==> config.mk <==
export PLATFORM = sky130hd
export DESIGN_NAME = emb_bus_ctrl
export DESIGN_NICKNAME = d
export VERILOG_FILES = /design/src/rtl/emb_pkg.sv /design/src/rtl/emb_decode_if.sv /design/src/rtl/emb_bank_decode.sv /design/src/rtl/emb_bus_ctrl.sv
export SDC_FILE = /design/constraint.sdc
export NUM_CORES = 1
export LEC_CHECK = 0
export BUFFER_PORTS_ARGS = -buffer_cell sky130_fd_sc_hd__buf_2
export CORE_MARGIN = 1
export CORE_UTILIZATION = 47
export DETAILED_ROUTE_END_ITERATION = 10
export GPL_TIMING_DRIVEN = 0
export PLACE_DENSITY_LB_ADDON = 0.1
export SYNTH_ARGS = -nofsm -noshare
export SYNTH_HDL_FRONTEND = slang
export SYNTH_HIERARCHICAL = 1
export SYNTH_SLANG_ARGS = --single-unit
==> constraint.sdc <==
create_clock -name i_ref_clk -period 3.62 [get_ports i_ref_clk]
set_input_delay 0.181 -clock i_ref_clk [delete_from_list [all_inputs] [get_ports i_ref_clk]]
set_output_delay 0.181 -clock i_ref_clk [all_outputs]
set_load 0.02 [all_outputs]
==> src/rtl/emb_pkg.sv <==
package emb_pkg;
  localparam int ADDR_W = 24;
  localparam int DATA_W = 8;
  localparam int PIN_ADDR_W = 12;
  // Bank windows, 256 KB each
  localparam logic [23:0] BANK0_BASE = 24'h000000;
  localparam logic [23:0] BANK0_LAST = 24'h03FFFF;
  localparam logic [23:0] BANK1_BASE = 24'h800000;
  localparam logic [23:0] BANK1_LAST = 24'h83FFFF;
  localparam logic [23:0] BANK2_BASE = 24'hC00000;
  localparam logic [23:0] BANK2_LAST = 24'hC3FFFF;
  // Boot mode pin encodings
  localparam logic [1:0] MODE_INTERNAL = 2'h0;
  localparam logic [1:0] MODE_EXT_ROM = 2'h1;
  localparam logic [1:0] MODE_EXT_ICE = 2'h2;
  localparam logic [1:0] MODE_FLASH_TEST = 2'h3;
  // Reset values
  localparam logic [2:0] SEL_IDLE = 3'h7;
  localparam logic [11:0] ADDR_RST = 12'h000;
  localparam logic [7:0] DATA_RST = 8'h00;
  typedef enum logic [1:0] {
    EMB_IDLE = 2'b00,
    EMB_ACCESS = 2'b01,
    EMB_DONE = 2'b10
  } emb_state_e;
endpackage

==> src/rtl/emb_decode_if.sv <==
`timescale 1ns/1ps
`default_nettype none
interface emb_decode_if;
  logic [23:0] addr;
  logic [1:0] boot_mode;
  logic [2:0] sel_n;
  logic hit;
  modport requester (output addr, output boot_mode, input sel_n, input hit);
  modport decoder (input addr, input boot_mode, output sel_n, output hit);
endinterface
`default_nettype wire

==> src/rtl/emb_bank_decode.sv <==
`timescale 1ns/1ps
`default_nettype none
module emb_bank_decode (
  emb_decode_if.decoder dec // Address in, selects out
);
  function automatic logic in_range(input logic [23:0] a, input logic [23:0] lo,
                                    input logic [23:0] hi);
    in_range = (a >= lo) && (a <= hi);
  endfunction
  wire ext_rom = (dec.boot_mode == emb_pkg::MODE_EXT_ROM) ||
                 (dec.boot_mode == emb_pkg::MODE_EXT_ICE);
  wire hit0 = ext_rom && in_range(dec.addr, emb_pkg::BANK0_BASE, emb_pkg::BANK0_LAST);
  wire hit1 = in_range(dec.addr, emb_pkg::BANK1_BASE, emb_pkg::BANK1_LAST);
  wire hit2 = in_range(dec.addr, emb_pkg::BANK2_BASE, emb_pkg::BANK2_LAST);
  // Windows are disjoint, so at most one select is low
  assign dec.sel_n = ~{hit2, hit1, hit0};
  assign dec.hit = hit0 | hit1 | hit2;
endmodule // emb_bank_decode
`default_nettype wire

==> src/rtl/emb_bus_ctrl.sv <==
`timescale 1ns/1ps
`default_nettype none
module emb_bus_ctrl (
  input wire logic i_ref_clk, // 100 MHz clock
  input wire logic i_reset, // Synchronous, active high
  input wire logic i_req, // Start access (level, taken when idle)
  input wire logic i_write, // 1 write, 0 read
  input wire logic [23:0] i_addr, // Byte address
  input wire logic [7:0] i_wdata, // Write data
  input wire logic [1:0] i_boot_mode_pins, // Boot mode straps
  output logic o_busy, // Access in progress
  output logic o_done, // One-cycle completion pulse
  output logic [7:0] o_rdata, // Read data, valid with o_done for mapped reads; unmapped reads leave it unchanged
  output logic o_boot_from_bank0, // Boot source is bank zero
  output logic [11:0] o_addr_pins, // Address lines 11..0
  output logic o_write_strobe_n, // Write strobe, active low
  output logic o_read_strobe_n, // Read strobe, active low
  output logic o_bank0_select_n, // Bank 0 select
  output logic o_bank1_select_n, // Bank 1 select
  output logic o_bank2_select_n, // Bank 2 select
  input wire logic i_wait_request_n, // Memory stretch request, active low
  input wire logic [7:0] i_data_pins, // Data bus input
  output logic [7:0] o_data_pins, // Data bus output
  output logic o_data_oe // Data bus drive enable
);
  emb_pkg::emb_state_e state_q;
  emb_pkg::emb_state_e state_d;
  logic write_q;
  logic [7:0] rdata_q;
  logic [7:0] wdata_q;
  logic [11:0] addr_q;
  logic [2:0] sel_n_q;
  logic boot_q;
  logic done_q;
  logic we_n_q;
  logic oe_n_q;
  logic doe_q;
  logic busy_q;
  emb_decode_if dec_bus ();
  emb_bank_decode u_decode (.dec(dec_bus));
  assign dec_bus.addr = i_addr;
  assign dec_bus.boot_mode = i_boot_mode_pins;

  // Done cycle still counts as busy, so a held request waits for it
  wire start = (state_q == emb_pkg::EMB_IDLE) && i_req && !done_q;
  // Unmapped addresses finish at once with no pin activity
  wire start_ext = start && dec_bus.hit;
  wire start_miss = start && !dec_bus.hit;
  wire in_access = state_q == emb_pkg::EMB_ACCESS;
  wire finish = in_access && i_wait_request_n;
  wire hold_write = in_access && write_q && !finish;
  wire hold_read = in_access && !write_q && !finish;
  wire we_n_d = !((start_ext && i_write) || hold_write);
  wire oe_n_d = !((start_ext && !i_write) || hold_read);
  wire doe_d = (start_ext && i_write) || hold_write;
  wire done_d = finish || start_miss;
  wire busy_d = (state_d != emb_pkg::EMB_IDLE) || done_d;
  wire boot_d = (i_boot_mode_pins == emb_pkg::MODE_EXT_ROM) ||
                (i_boot_mode_pins == emb_pkg::MODE_EXT_ICE);

  always_comb begin
    state_d = state_q;
    case (state_q)
      emb_pkg::EMB_IDLE: begin
        if (start_ext) begin
          state_d = emb_pkg::EMB_ACCESS;
        end
      end
      emb_pkg::EMB_ACCESS: begin
        if (finish) begin
          state_d = emb_pkg::EMB_DONE;
        end
      end
      emb_pkg::EMB_DONE: begin
        state_d = emb_pkg::EMB_IDLE;
      end
      default: begin
        state_d = emb_pkg::EMB_IDLE;
      end
    endcase
  end

  always_ff @(posedge i_ref_clk) begin
    if (i_reset) begin
      state_q <= emb_pkg::EMB_IDLE;
      boot_q <= 1'b0;
    end else begin
      state_q <= state_d;
      boot_q <= boot_d;
    end
  end

  // Request fields are captured once and stand until the completing edge
  always_ff @(posedge i_ref_clk) begin
    if (i_reset) begin
      write_q <= 1'b0;
      addr_q <= emb_pkg::ADDR_RST;
      wdata_q <= emb_pkg::DATA_RST;
    end else if (start_ext) begin
      write_q <= i_write;
      addr_q <= i_addr[11:0];
      wdata_q <= i_wdata;
    end
  end

  always_ff @(posedge i_ref_clk) begin
    if (i_reset) begin
      sel_n_q <= emb_pkg::SEL_IDLE;
    end else if (start_ext) begin
      sel_n_q <= dec_bus.sel_n;
    end else if (finish) begin
      sel_n_q <= emb_pkg::SEL_IDLE;
    end
  end

  // Taken on the completing edge, once the memory has let go of wait
  always_ff @(posedge i_ref_clk) begin
    if (i_reset) begin
      rdata_q <= emb_pkg::DATA_RST;
    end else if (finish && !write_q) begin
      rdata_q <= i_data_pins;
    end
  end

  // Registered so no decode glitch reaches the memory pins
  always_ff @(posedge i_ref_clk) begin
    if (i_reset) begin
      we_n_q <= 1'b1;
      oe_n_q <= 1'b1;
      doe_q <= 1'b0;
    end else begin
      we_n_q <= we_n_d;
      oe_n_q <= oe_n_d;
      doe_q <= doe_d;
    end
  end

  always_ff @(posedge i_ref_clk) begin
    if (i_reset) begin
      done_q <= 1'b0;
      busy_q <= 1'b0;
    end else begin
      done_q <= done_d;
      busy_q <= busy_d;
    end
  end

  assign o_busy = busy_q;
  assign o_done = done_q;
  assign o_rdata = rdata_q;
  assign o_boot_from_bank0 = boot_q;
  assign o_addr_pins = addr_q;
  assign o_write_strobe_n = we_n_q;
  assign o_read_strobe_n = oe_n_q;
  assign o_bank0_select_n = sel_n_q[0];
  assign o_bank1_select_n = sel_n_q[1];
  assign o_bank2_select_n = sel_n_q[2];
  assign o_data_pins = wdata_q;
  assign o_data_oe = doe_q;

  // Strobe and select checks
  chk_one_select: assert property (@(posedge i_ref_clk) disable iff (i_reset)
    $countones(~sel_n_q) <= 1) else $error("more than one bank select");
  chk_write_strobe_sel: assert property (@(posedge i_ref_clk) disable iff (i_reset)
    !we_n_q |-> (sel_n_q != emb_pkg::SEL_IDLE) && write_q) else $error("stray write strobe");
  chk_read_strobe_sel: assert property (@(posedge i_ref_clk) disable iff (i_reset)
    !oe_n_q |-> (sel_n_q != emb_pkg::SEL_IDLE) && !write_q) else $error("stray read strobe");
  chk_strobe_exclusive: assert property (@(posedge i_ref_clk) disable iff (i_reset)
    we_n_q || oe_n_q) else $error("both strobes low");

  // Wait stretch checks
  chk_wait_holds: assert property (@(posedge i_ref_clk) disable iff (i_reset)
    in_access && !i_wait_request_n |=> state_q == emb_pkg::EMB_ACCESS)
    else $error("cycle ended under wait");
  chk_select_stands: assert property (@(posedge i_ref_clk) disable iff (i_reset)
    in_access && !i_wait_request_n |=> $stable(sel_n_q) && $stable(addr_q) &&
    $stable(we_n_q) && $stable(oe_n_q)) else $error("pins moved under wait");
  chk_wait_release: assert property (@(posedge i_ref_clk) disable iff (i_reset)
    in_access && i_wait_request_n |=> sel_n_q == emb_pkg::SEL_IDLE && we_n_q && oe_n_q &&
    !doe_q) else $error("cycle not closed after wait");
  chk_done_follows: assert property (@(posedge i_ref_clk) disable iff (i_reset)
    finish |=> done_q) else $error("no done after completion");
  chk_busy_covers: assert property (@(posedge i_ref_clk) disable iff (i_reset)
    in_access |-> busy_q) else $error("busy low during access");

  // Bank decode checks
  chk_bank0_mode: assert property (@(posedge i_ref_clk) disable iff (i_reset)
    start_ext && !dec_bus.sel_n[0] |-> boot_d && i_addr <= emb_pkg::BANK0_LAST)
    else $error("bank0 select outside rom mode");
  chk_bank0_off: assert property (@(posedge i_ref_clk) disable iff (i_reset)
    start_ext && !boot_d |=> sel_n_q[0]) else $error("bank0 select in internal mode");
  chk_bank1_range: assert property (@(posedge i_ref_clk) disable iff (i_reset)
    start_ext && i_addr >= emb_pkg::BANK1_BASE && i_addr <= emb_pkg::BANK1_LAST
    |=> !sel_n_q[1]) else $error("bank1 select missing");
  chk_bank2_range: assert property (@(posedge i_ref_clk) disable iff (i_reset)
    start_ext && i_addr >= emb_pkg::BANK2_BASE && i_addr <= emb_pkg::BANK2_LAST
    |=> !sel_n_q[2]) else $error("bank2 select missing");
  chk_unmapped_quiet: assert property (@(posedge i_ref_clk) disable iff (i_reset)
    start_miss |=> sel_n_q == emb_pkg::SEL_IDLE && we_n_q && oe_n_q && !doe_q)
    else $error("pin activity on unmapped access");

  // Data, address and boot checks
  chk_data_drive: assert property (@(posedge i_ref_clk) disable iff (i_reset)
    doe_q |-> !we_n_q && oe_n_q) else $error("data driven outside write");
  chk_write_data: assert property (@(posedge i_ref_clk) disable iff (i_reset)
    start_ext && i_write |=> doe_q && o_data_pins == $past(i_wdata))
    else $error("write data not on bus");
  chk_read_sample: assert property (@(posedge i_ref_clk) disable iff (i_reset)
    finish && !write_q |=> o_rdata == $past(i_data_pins)) else $error("read data not taken");
  chk_addr_pins: assert property (@(posedge i_ref_clk) disable iff (i_reset)
    start_ext |=> o_addr_pins == $past(i_addr[11:0])) else $error("address pins wrong");
  chk_boot_flag: assert property (@(posedge i_ref_clk) disable iff (i_reset)
    1'b1 |=> o_boot_from_bank0 == ($past(i_boot_mode_pins) == emb_pkg::MODE_EXT_ROM ||
    $past(i_boot_mode_pins) == emb_pkg::MODE_EXT_ICE)) else $error("boot source flag wrong");
endmodule // emb_bus_ctrl
`default_nettype wire

==> results of run 1 <==
-- cell type report --
class                      instances  area share (%)
clock buffer                       8            2.81
multi-input combinational        119            33.5
tap                               44            2.63
timing repair buffer              76            18.2
inverter                           3           0.538
buffer                            15            4.12
sequential                        40            38.2
-- stage by stage --
step	std cells	hold WS, ns
global placement	297	0.415
global route	305	0.0561
CTS	305	0.0697
floorplan	177	0.318
finish	305	0.0767
detailed placement	297	0.430
-- where the power goes --
group          internal, uW  leakage [uW]  total [uW]  switching [uW]
clock                  96.0     0.0000326         231             135
combinational          33.5      0.000562        77.6            44.1
sequential              445      0.000323         447            2.29
-- kinds of logic (layout without fill, tap and decap cells) --
logic type / after synthesis / in the layout
simple gates: 57 / 57
compound gates: 52 / 52
mux: 8 / 8
xor+xnor: 2 / 2
flops: 40 / 40
buf+inv: 18 / 102
-- synthesized netlist by cell type (all sizes together) (2+ instances only) --
library cell,n
nand3,20
clkbuf,6
nor2b,3
nor2,11
dfxtp,40
buf,9
nand2,4
nor3b,2
inv,3
and2,2
xnor2,2
nor3,5
or4,2
a211oi,4
o21ai,24
a21oi,22
mux2i,8
-- sequential cells by signal, indices dropped and copies added (netlist names) --
register           cells
o_done                 1
o_addr_pins           12
sel_n_q                3
o_data_oe              1
o_data_pins            8
o_busy                 1
state_q                2
o_rdata                8
o_write_strobe_n       1
o_boot_from_bank0      1
write_q                1
o_read_strobe_n        1
-- critical path, delay by kind of cell --
family	cells	cell delay, ns
AND/OR/NAND/NOR	3	0.82
buffers and inverters	3	0.60
AO/OA/AOI/OAI	2	0.45
-- how the worst max path moves through the flow --
stage | start | to | slack, ns | cells past startpoint
global placement | i_addr[21] | o_data_pins[2]$_SDFFE_PP0P_ | 1.49 | 8
global route | i_addr[21] | o_data_pins[3]$_SDFFE_PP0P_ | 1.72 | 8
finish | i_addr[21] | o_addr_pins[9]$_SDFFE_PP0P_ | 1.84 | 8
detailed placement | i_addr[21] | o_data_pins[0]$_SDFFE_PP0P_ | 1.49 | 8
CTS | i_addr[21] | o_data_pins[0]$_SDFFE_PP0P_ | 1.85 | 8
floorplan | i_addr[21] | o_data_pins[1]$_SDFFE_PP0P_ | 1.86 | 7
-- metal layers --
metal	share of wire (%)	track usage, %	up-vias
li1	-	-	789
met1	48	27.1	698
met2	45	34.5	56
met3	6.0	7.46	6
met4	0.97	5.98	0
met5	0	0	-
-- cell usage in the layout, fill, tap and decap left out, drive strengths merged --
cell and n:
a21oi 22, o21a 1, xnor2 2, nor3b 2
nor2b 3, mux2i 8, and4bb 1, nand2 4
dfxtp 40, nand2b 1, o21ai 24, nor2 11
a2bb2oi 1, or3 1, buf 85, a211oi 4
nand4 1, or4 2, and3b 1, nor4 1
clkbuf 14, nor3 5, inv 3, nand3 20
and2 2, or2 1, or3b 1
==> out/results.ini, run 1 <==
[clock_tree]
cts_resized=0
clk_pin_slew_ns=0.11
cts_buffers=5
clk_latency_ns=0.34
cts_tree=yes
ctsLongestPathBuffers=2
clockRootBuffer=clkbuf_4
cts_sinks=40
h-tree-depth=2
post_cts_buffers=0
hold_buffers=0

[critical_path]
endpoint_kind=flip-flop
ff2ff_path_depth=5
crit_chain=buf_2 -> or4_4 -> a211oi_1 -> nor2b_1 -> clkbuf_1 -> buf_2 -> nand3_1 -> a21oi_1
r2r-end=o_addr_pins[10]$_SDFFE_PP0P_
cp_slowest_cell=or4_4
worstSetupPathType=primary input to flip-flop
rrSetupSlack_ns=2.15
start_kind=primary input
cp_slowest_stage_delay_ns=0.53
arrival_ns=2.05
r2r-start=state_q[0]$_SDFF_PP0_
critPathRequiredTime_ns=3.89
cp_max_fo=10
cp_common_cell=buf_2

[hold_path]
hold_path_class=primary input to flip-flop
hp-start=i_data_pins[5]
min_to=o_rdata[5]$_SDFFE_PP0P_
whs_path_depth=3

[routing]
drcViolationCount=0
ant_nets=0
drt-initial-drc-count=49
wl_per_cell_um=11.8
first_pass_iters=4
vias=1549
via_per_inst=5.08
wirelength_mm=3.60

[layout]
finalInstanceArea_um2=2090
layout-drive-gt1-share_pct=36.4
regArea_um2=801
final_core_utilization_pct=66.4
fillers=320
multi_input_area_um2=702
nets=307
antenna_cells=0
area_growth_pct=30.9

[logic_synthesis]
yosys.cell_types.count=31
synth_top_area_share_pct=50.0
synth_edf_count=0
synth_area_leaders=dfxtp_1, a21oi_1, o21ai_0
synthMuxAreaShare_pct=5.00
netlist.top_cell.by_area=dfxtp_1
ys_seq_area_share_pct=50.0
synth_fa_ha_area_share_pct=0
synth_top_family_by_area=simple AND/OR/NAND/NOR gates
synth_compound_area_share_pct=17.3
synth.cell_area_um2=1600
synthesis.nets=224
synthArstFlopShare_pct=0
yosys.area_share.simple_pct=20.5
synth_xor_area_share_pct=1.09
synth_cells=177
syn_avg_cell_area_um2=9.04
yosysWarnings=6
ys.flop_type=dfxtp_1
ys_seq_elements=40

[die]
core.rowCount=20
die_w_um=60.4
die_h_um=60.4
die-area_um2=3640
initial_core_util_pct=50.8
ios=84
core-area_um2=3150

[grt]
grt_pass1_vias=1364
overflow=0
antenna_found_initial=0
grt_usage_pct=21.4
grt_pass1_wl_mm=5.81
grt_max_degree=12

[placement]
placed_area_um2=2040
gp_congestion=0.759
io_buffers=76
place_hpwl_mm=2.64
place_ws_ns=1.49

[run_status]
status=complete, no violations

[sta]
period_share_pct=49.2
rsz0062_at_grt=false
setup_slack_ns=1.84
relSlewSlack_pct=69.4
slew_viol_final=0
final_hold_viol_count=0
finalSetupViolCount=0
fin_crit_ns=1.78
setup_tns_ns=0
fmax_ghz=0.562
tightest_slew_ns=0.458
finalClockSkew_ns=0.00358

[power_and_ir_drop]
p_leak_uw=0.000918
powerDensity_nw_per_um2=361
ir_drop_mv=0.264
p_total_uw=756

[flow_run]
maxCapViolations=0

(Power assumes the default switching activity.)
==> inputs of run 2 (changes only) <==
--- a/config.mk
+++ b/config.mk
@@ -7,7 +7,7 @@
 export LEC_CHECK = 0
 export BUFFER_PORTS_ARGS = -buffer_cell sky130_fd_sc_hd__buf_2
 export CORE_MARGIN = 1
-export CORE_UTILIZATION = 47
+export CORE_UTILIZATION = 40
 export DETAILED_ROUTE_END_ITERATION = 10
 export GPL_TIMING_DRIVEN = 0
 export PLACE_DENSITY_LB_ADDON = 0.1
==> constraint.sdc (replaced) <==
create_clock -name i_ref_clk -period 1.55 [get_ports i_ref_clk]
set_input_delay 0.0775 -clock i_ref_clk [delete_from_list [all_inputs] [get_ports i_ref_clk]]
set_output_delay 0.0775 -clock i_ref_clk [all_outputs]
set_load 0.02 [all_outputs]
==> out/results.ini, run 2 (synthesis gave the netlist of run 1 again) <==
[power_and_ir_drop]
netSwitchingPower_uw=458
p_seq_share_pct=53.8
powerDensity_nw_per_um2=894
ir_drop_mv=0.491
p_sw_share_pct=23.6
clock_power_share_pct=36.6
power_frac_comb_pct=9.6
p_int_uw=1480
p_leak_uw=0.000937

[layout]
nets=307
finalInstanceArea_um2=2170
fillers=375
area_growth_pct=35.4
layout_commonest_cell=buf_2
final_core_utilization_pct=57.9
largest_register_ffs=12
stdcell_count=309
most-common-layout-cells=buf_2, dfxtp_1, a21oi_1, nand3_1, o21ai_0
layout-drive-gt1-share_pct=38.3
antenna_cells=0

[routing]
first_pass_iters=4
via_per_inst=4.89
vias=1510
wirelength_mm=3.53
drcViolationCount=0
drt-initial-drc-count=54
wl_per_cell_um=11.4
ant_nets=0

[sta]
relSlewSlack_pct=69.6
setup_tns_ns=0
fmax_ghz=0.701
slew_viol_final=0
finalSetupViolCount=0
period_share_pct=92.0
finalClockSkew_ns=0.00579
rsz0062_at_grt=false
final_hold_viol_count=0
tightest_slew_ns=0.455
fin_crit_ns=1.43

[grt]
overflow=0
grt_max_degree=13
grt_pass1_vias=1376
grt_usage_pct=18.4
grt_pass1_wl_mm=6.00
antenna_found_initial=0

[critical_path]
cp_max_fo=10
crit_buf_inv=2
crit_family=simple AND/OR/NAND/NOR gates
arrival_ns=1.59
endpoint_kind=flip-flop
worstSetupPathType=flip-flop to flip-flop
rrSetupSlack_ns=0.12
cp_common_cell=buf_6
critPathRequiredTime_ns=1.71
crit_chain=or3b_1 -> buf_6 -> buf_6 -> nor4_4 -> a21oi_1
start_kind=flip-flop
cp_slowest_cell=or3b_1
cp_slowest_stage_delay_ns=0.40

[clock_tree]
h-tree-depth=2
post_cts_buffers=0
hold_buffers=0
cts_tree=yes
clk_latency_ns=0.29
clockRootBuffer=clkbuf_8
cts_resized=0
ctsLongestPathBuffers=2
cts_buffers=5
cts_sinks=40
clk_pin_slew_ns=0.07

[placement]
placed_area_um2=2050
gp_congestion=0.718
place_hpwl_mm=2.57
io_buffers=76
dp_cells=301

[hold_path]
hold_path_class=primary input to flip-flop

[die]
core-area_um2=3740
ios=84
initial_core_util_pct=42.7
die-area_um2=4260
die_w_um=65.3
die_h_um=65.3
core.rowCount=22

[flow_run]
maxCapViolations=0

[run_status]
status=complete, no violations

[run 2: power by group through the flow]
stage / Clock, uW / Combinational (uW) / Sequential, uW
2_1_floorplan: 0 / 85.8 / 1080
3_3_place_gp: 0 / 184 / 1070
3_5_place_dp: 0 / 184 / 1070
4_1_cts: 736 / 184 / 1040
5_1_grt: 769 / 207 / 1040
6_report: 709 / 187 / 1040
[run 2: metrics by stage]
| stage | hold slack [ns] | total power [uW] | worst slack (ns) |
|---|---|---|---|
| final | 0.0237 | 1940 | 0.124 |
| after global routing | 0.0305 | 2020 | 0.000172 |
| after CTS | 0.0166 | 1960 | 0.0105 |
| after detailed placement | 0.324 | 1250 | -0.293 |
| after global placement | 0.312 | 1250 | -0.309 |
| after floorplan | 0.214 | 1170 | 0.0453 |
[run 2: final cells by class]
cell class | count | area, um2 | share of cell area [%]
plain buffers | 15 | 104 | 4.79
clock buffers | 7 | 86.3 | 3.98
clock inverters | 1 | 7.51 | 0.346
inverters | 3 | 11.3 | 0.520
multi-input cells | 119 | 717 | 33.1
flip-flops and latches | 40 | 801 | 37.0
well taps | 48 | 60.1 | 2.77
repair buffers | 76 | 380 | 17.6
[run 2: per-layer routing]
layer	GRT usage, %	part of all wire (%)
met4	8.97	1.8
met5	0	0
met1	23.3	49
met2	28.9	43
met3	4.69	6.9
[run 2: final timing paths]
kind,startpoint,to,cells after the start
worst min register to register,o_addr_pins[2]$_SDFFE_PP0P_,o_addr_pins[2]$_SDFFE_PP0P_,2
worst max-delay path,state_q[0]$_SDFF_PP0_,o_read_strobe_n$_SDFF_PP1_,5
worst max register to register,state_q[0]$_SDFF_PP0_,o_read_strobe_n$_SDFF_PP1_,5
worst min-delay path,i_data_pins[3],o_rdata[3]$_SDFFE_PP0P_,3
[run 2: worst reg2reg max path: cells and delay by family, from the launching register on]
family / cells / cell delay (ns)
AND/OR/NAND/NOR: 2 / 0.59
flip-flops: 1 / 0.36
buffers and inverters: 2 / 0.29
AO/OA/AOI/OAI: 1 / 0.06
==> inputs of run 3 (changes only) <==
--- a/config.mk
+++ b/config.mk
@@ -7,7 +7,7 @@
 export LEC_CHECK = 0
 export BUFFER_PORTS_ARGS = -buffer_cell sky130_fd_sc_hd__buf_2
 export CORE_MARGIN = 1
-export CORE_UTILIZATION = 40
+export CORE_UTILIZATION = 36
 export DETAILED_ROUTE_END_ITERATION = 10
 export GPL_TIMING_DRIVEN = 0
 export PLACE_DENSITY_LB_ADDON = 0.1
==> out/results.ini, run 3 (synthesis gave the netlist of run 1 again) <==
[run_status]
status=complete, no violations

[layout]
most-common-layout-cells=buf_2, dfxtp_1, a21oi_1, nand3_1, o21ai_0
stdcell_count=312
nets=308
largest_register_ffs=12
layout_commonest_cell=buf_2
finalInstanceArea_um2=2170
final_core_utilization_pct=52.3
area_growth_pct=35.5
layout-drive-gt1-share_pct=38.5
antenna_cells=0

[die]
die_w_um=68.7
core-area_um2=4140
die_h_um=68.7
initial_core_util_pct=38.6
core.rowCount=23
die-area_um2=4720
ios=84

[routing]
via_per_inst=4.98
first_pass_iters=4
drt-initial-drc-count=64
drcViolationCount=0
wl_per_cell_um=12.3
ant_nets=0
wirelength_mm=3.83
vias=1553

[grt]
grt_pass1_wl_mm=5.97
grt_max_degree=12
antenna_found_initial=0
grt_usage_pct=17.5
overflow=0
grt_pass1_vias=1389

[power_and_ir_drop]
p_total_uw=1930
p_leak_uw=0.000943
powerDensity_nw_per_um2=889
p_int_uw=1480
p_sw_share_pct=23.2
clock_power_share_pct=36.1
p_seq_share_pct=54.1
netSwitchingPower_uw=447
power_frac_comb_pct=9.9
ir_drop_mv=0.459

[clock_tree]
cts_sinks=40
ctsLongestPathBuffers=2
cts_tree=yes
clk_pin_slew_ns=0.07
hold_buffers=0
h-tree-depth=2
cts_buffers=5
clockRootBuffer=clkbuf_8
clk_latency_ns=0.29

[placement]
place_ws_ns=-0.365
dp_cells=303
gp_congestion=0.705
placed_area_um2=2050
place_hpwl_mm=2.77
io_buffers=76

[critical_path]
critPathRequiredTime_ns=1.76
cp_max_fo=10
endpoint_kind=flip-flop
start_kind=primary input
arrival_ns=1.67
worstSetupPathType=primary input to flip-flop
rrSetupSlack_ns=0.14

[sta]
finalSetupViolCount=0
fmax_ghz=0.687
final_hold_viol_count=0
period_share_pct=94.0
tightest_slew_ns=0.473
relSlewSlack_pct=68.4
fin_crit_ns=1.46
setup_slack_ns=0.0937
slew_viol_final=0
rsz0062_at_grt=true
finalClockSkew_ns=0.00427

[flow_run]
maxCapViolations=0

[hold_path]
hold_path_class=primary input to flip-flop

-- run 3: cell types whose count changed in the layout (fill, tap and decap cells not counted), sizes merged --
cell,change
clkbuf,+2
clkinvlp,-1
-- run 3: worst max-delay path, stage by stage --
cell,delay (ns)
buf_2,0.09
or4_4,0.56
a211oi_4,0.22
nor2b_1,0.16
buf_4,0.15
buf_4,0.17
nand3_1,0.09
a21oi_1,0.15
-- run 3: metrics by stage --
step                      hold WS, ns  setup TNS (ns)
after detailed placement        0.320           -7.61
after floorplan                 0.214               0
after CTS                      0.0177               0
final                          0.0234               0
after global placement          0.309           -7.16
after global routing           0.0371         -0.0170
-- run 3: power by group through the flow --
stage	logic (uW)	clock network (uW)	registers [uW]
6_report	190	696	1040
5_1_grt	210	754	1040
3_5_place_dp	186	0	1070
2_1_floorplan	85.8	0	1080
4_1_cts	187	720	1040
3_3_place_gp	186	0	1070
-- run 3: path summary, 6_finish.rpt --
kind                                                  start                          end  depth (start not counted)
worst max register to register        state_q[0]$_SDFF_PP0_  o_addr_pins[7]$_SDFFE_PP0P_                          5
worst min register to register  o_addr_pins[1]$_SDFFE_PP0P_  o_addr_pins[1]$_SDFFE_PP0P_                          2
worst max-delay path                             i_addr[21]  o_addr_pins[5]$_SDFFE_PP0P_                          8
worst min-delay path                         i_data_pins[7]      o_rdata[7]$_SDFFE_PP0P_                          3
-- run 3: area by class of cell --
cell class	count	area [um2]
fill	427	1980
clock buffer	8	90.1
multi-input combinational	119	718
sequential	40	802
inverter	3	11.3
buffer	15	96.3
timing repair buffer	77	388
tap	50	62.6
-- run 3: timing repair --
item | CTS | global route
setup endpoints to repair | 15 | 21
buffers inserted | 1 | 0
gates resized for setup | 0 | 10
gates cloned | 0 | 0
pin swaps | 0 | 0
-- run 3: routing by layer --
layer / routed length, um / track usage (%) / vias to the layer above
met4: 70 / 9.38 / 0
met5: 0 / 0 / -
met3: 254 / 4.28 / 7
met1: 1860 / 22.6 / 706
met2: 1650 / 26.6 / 52
li1: - / - / 788
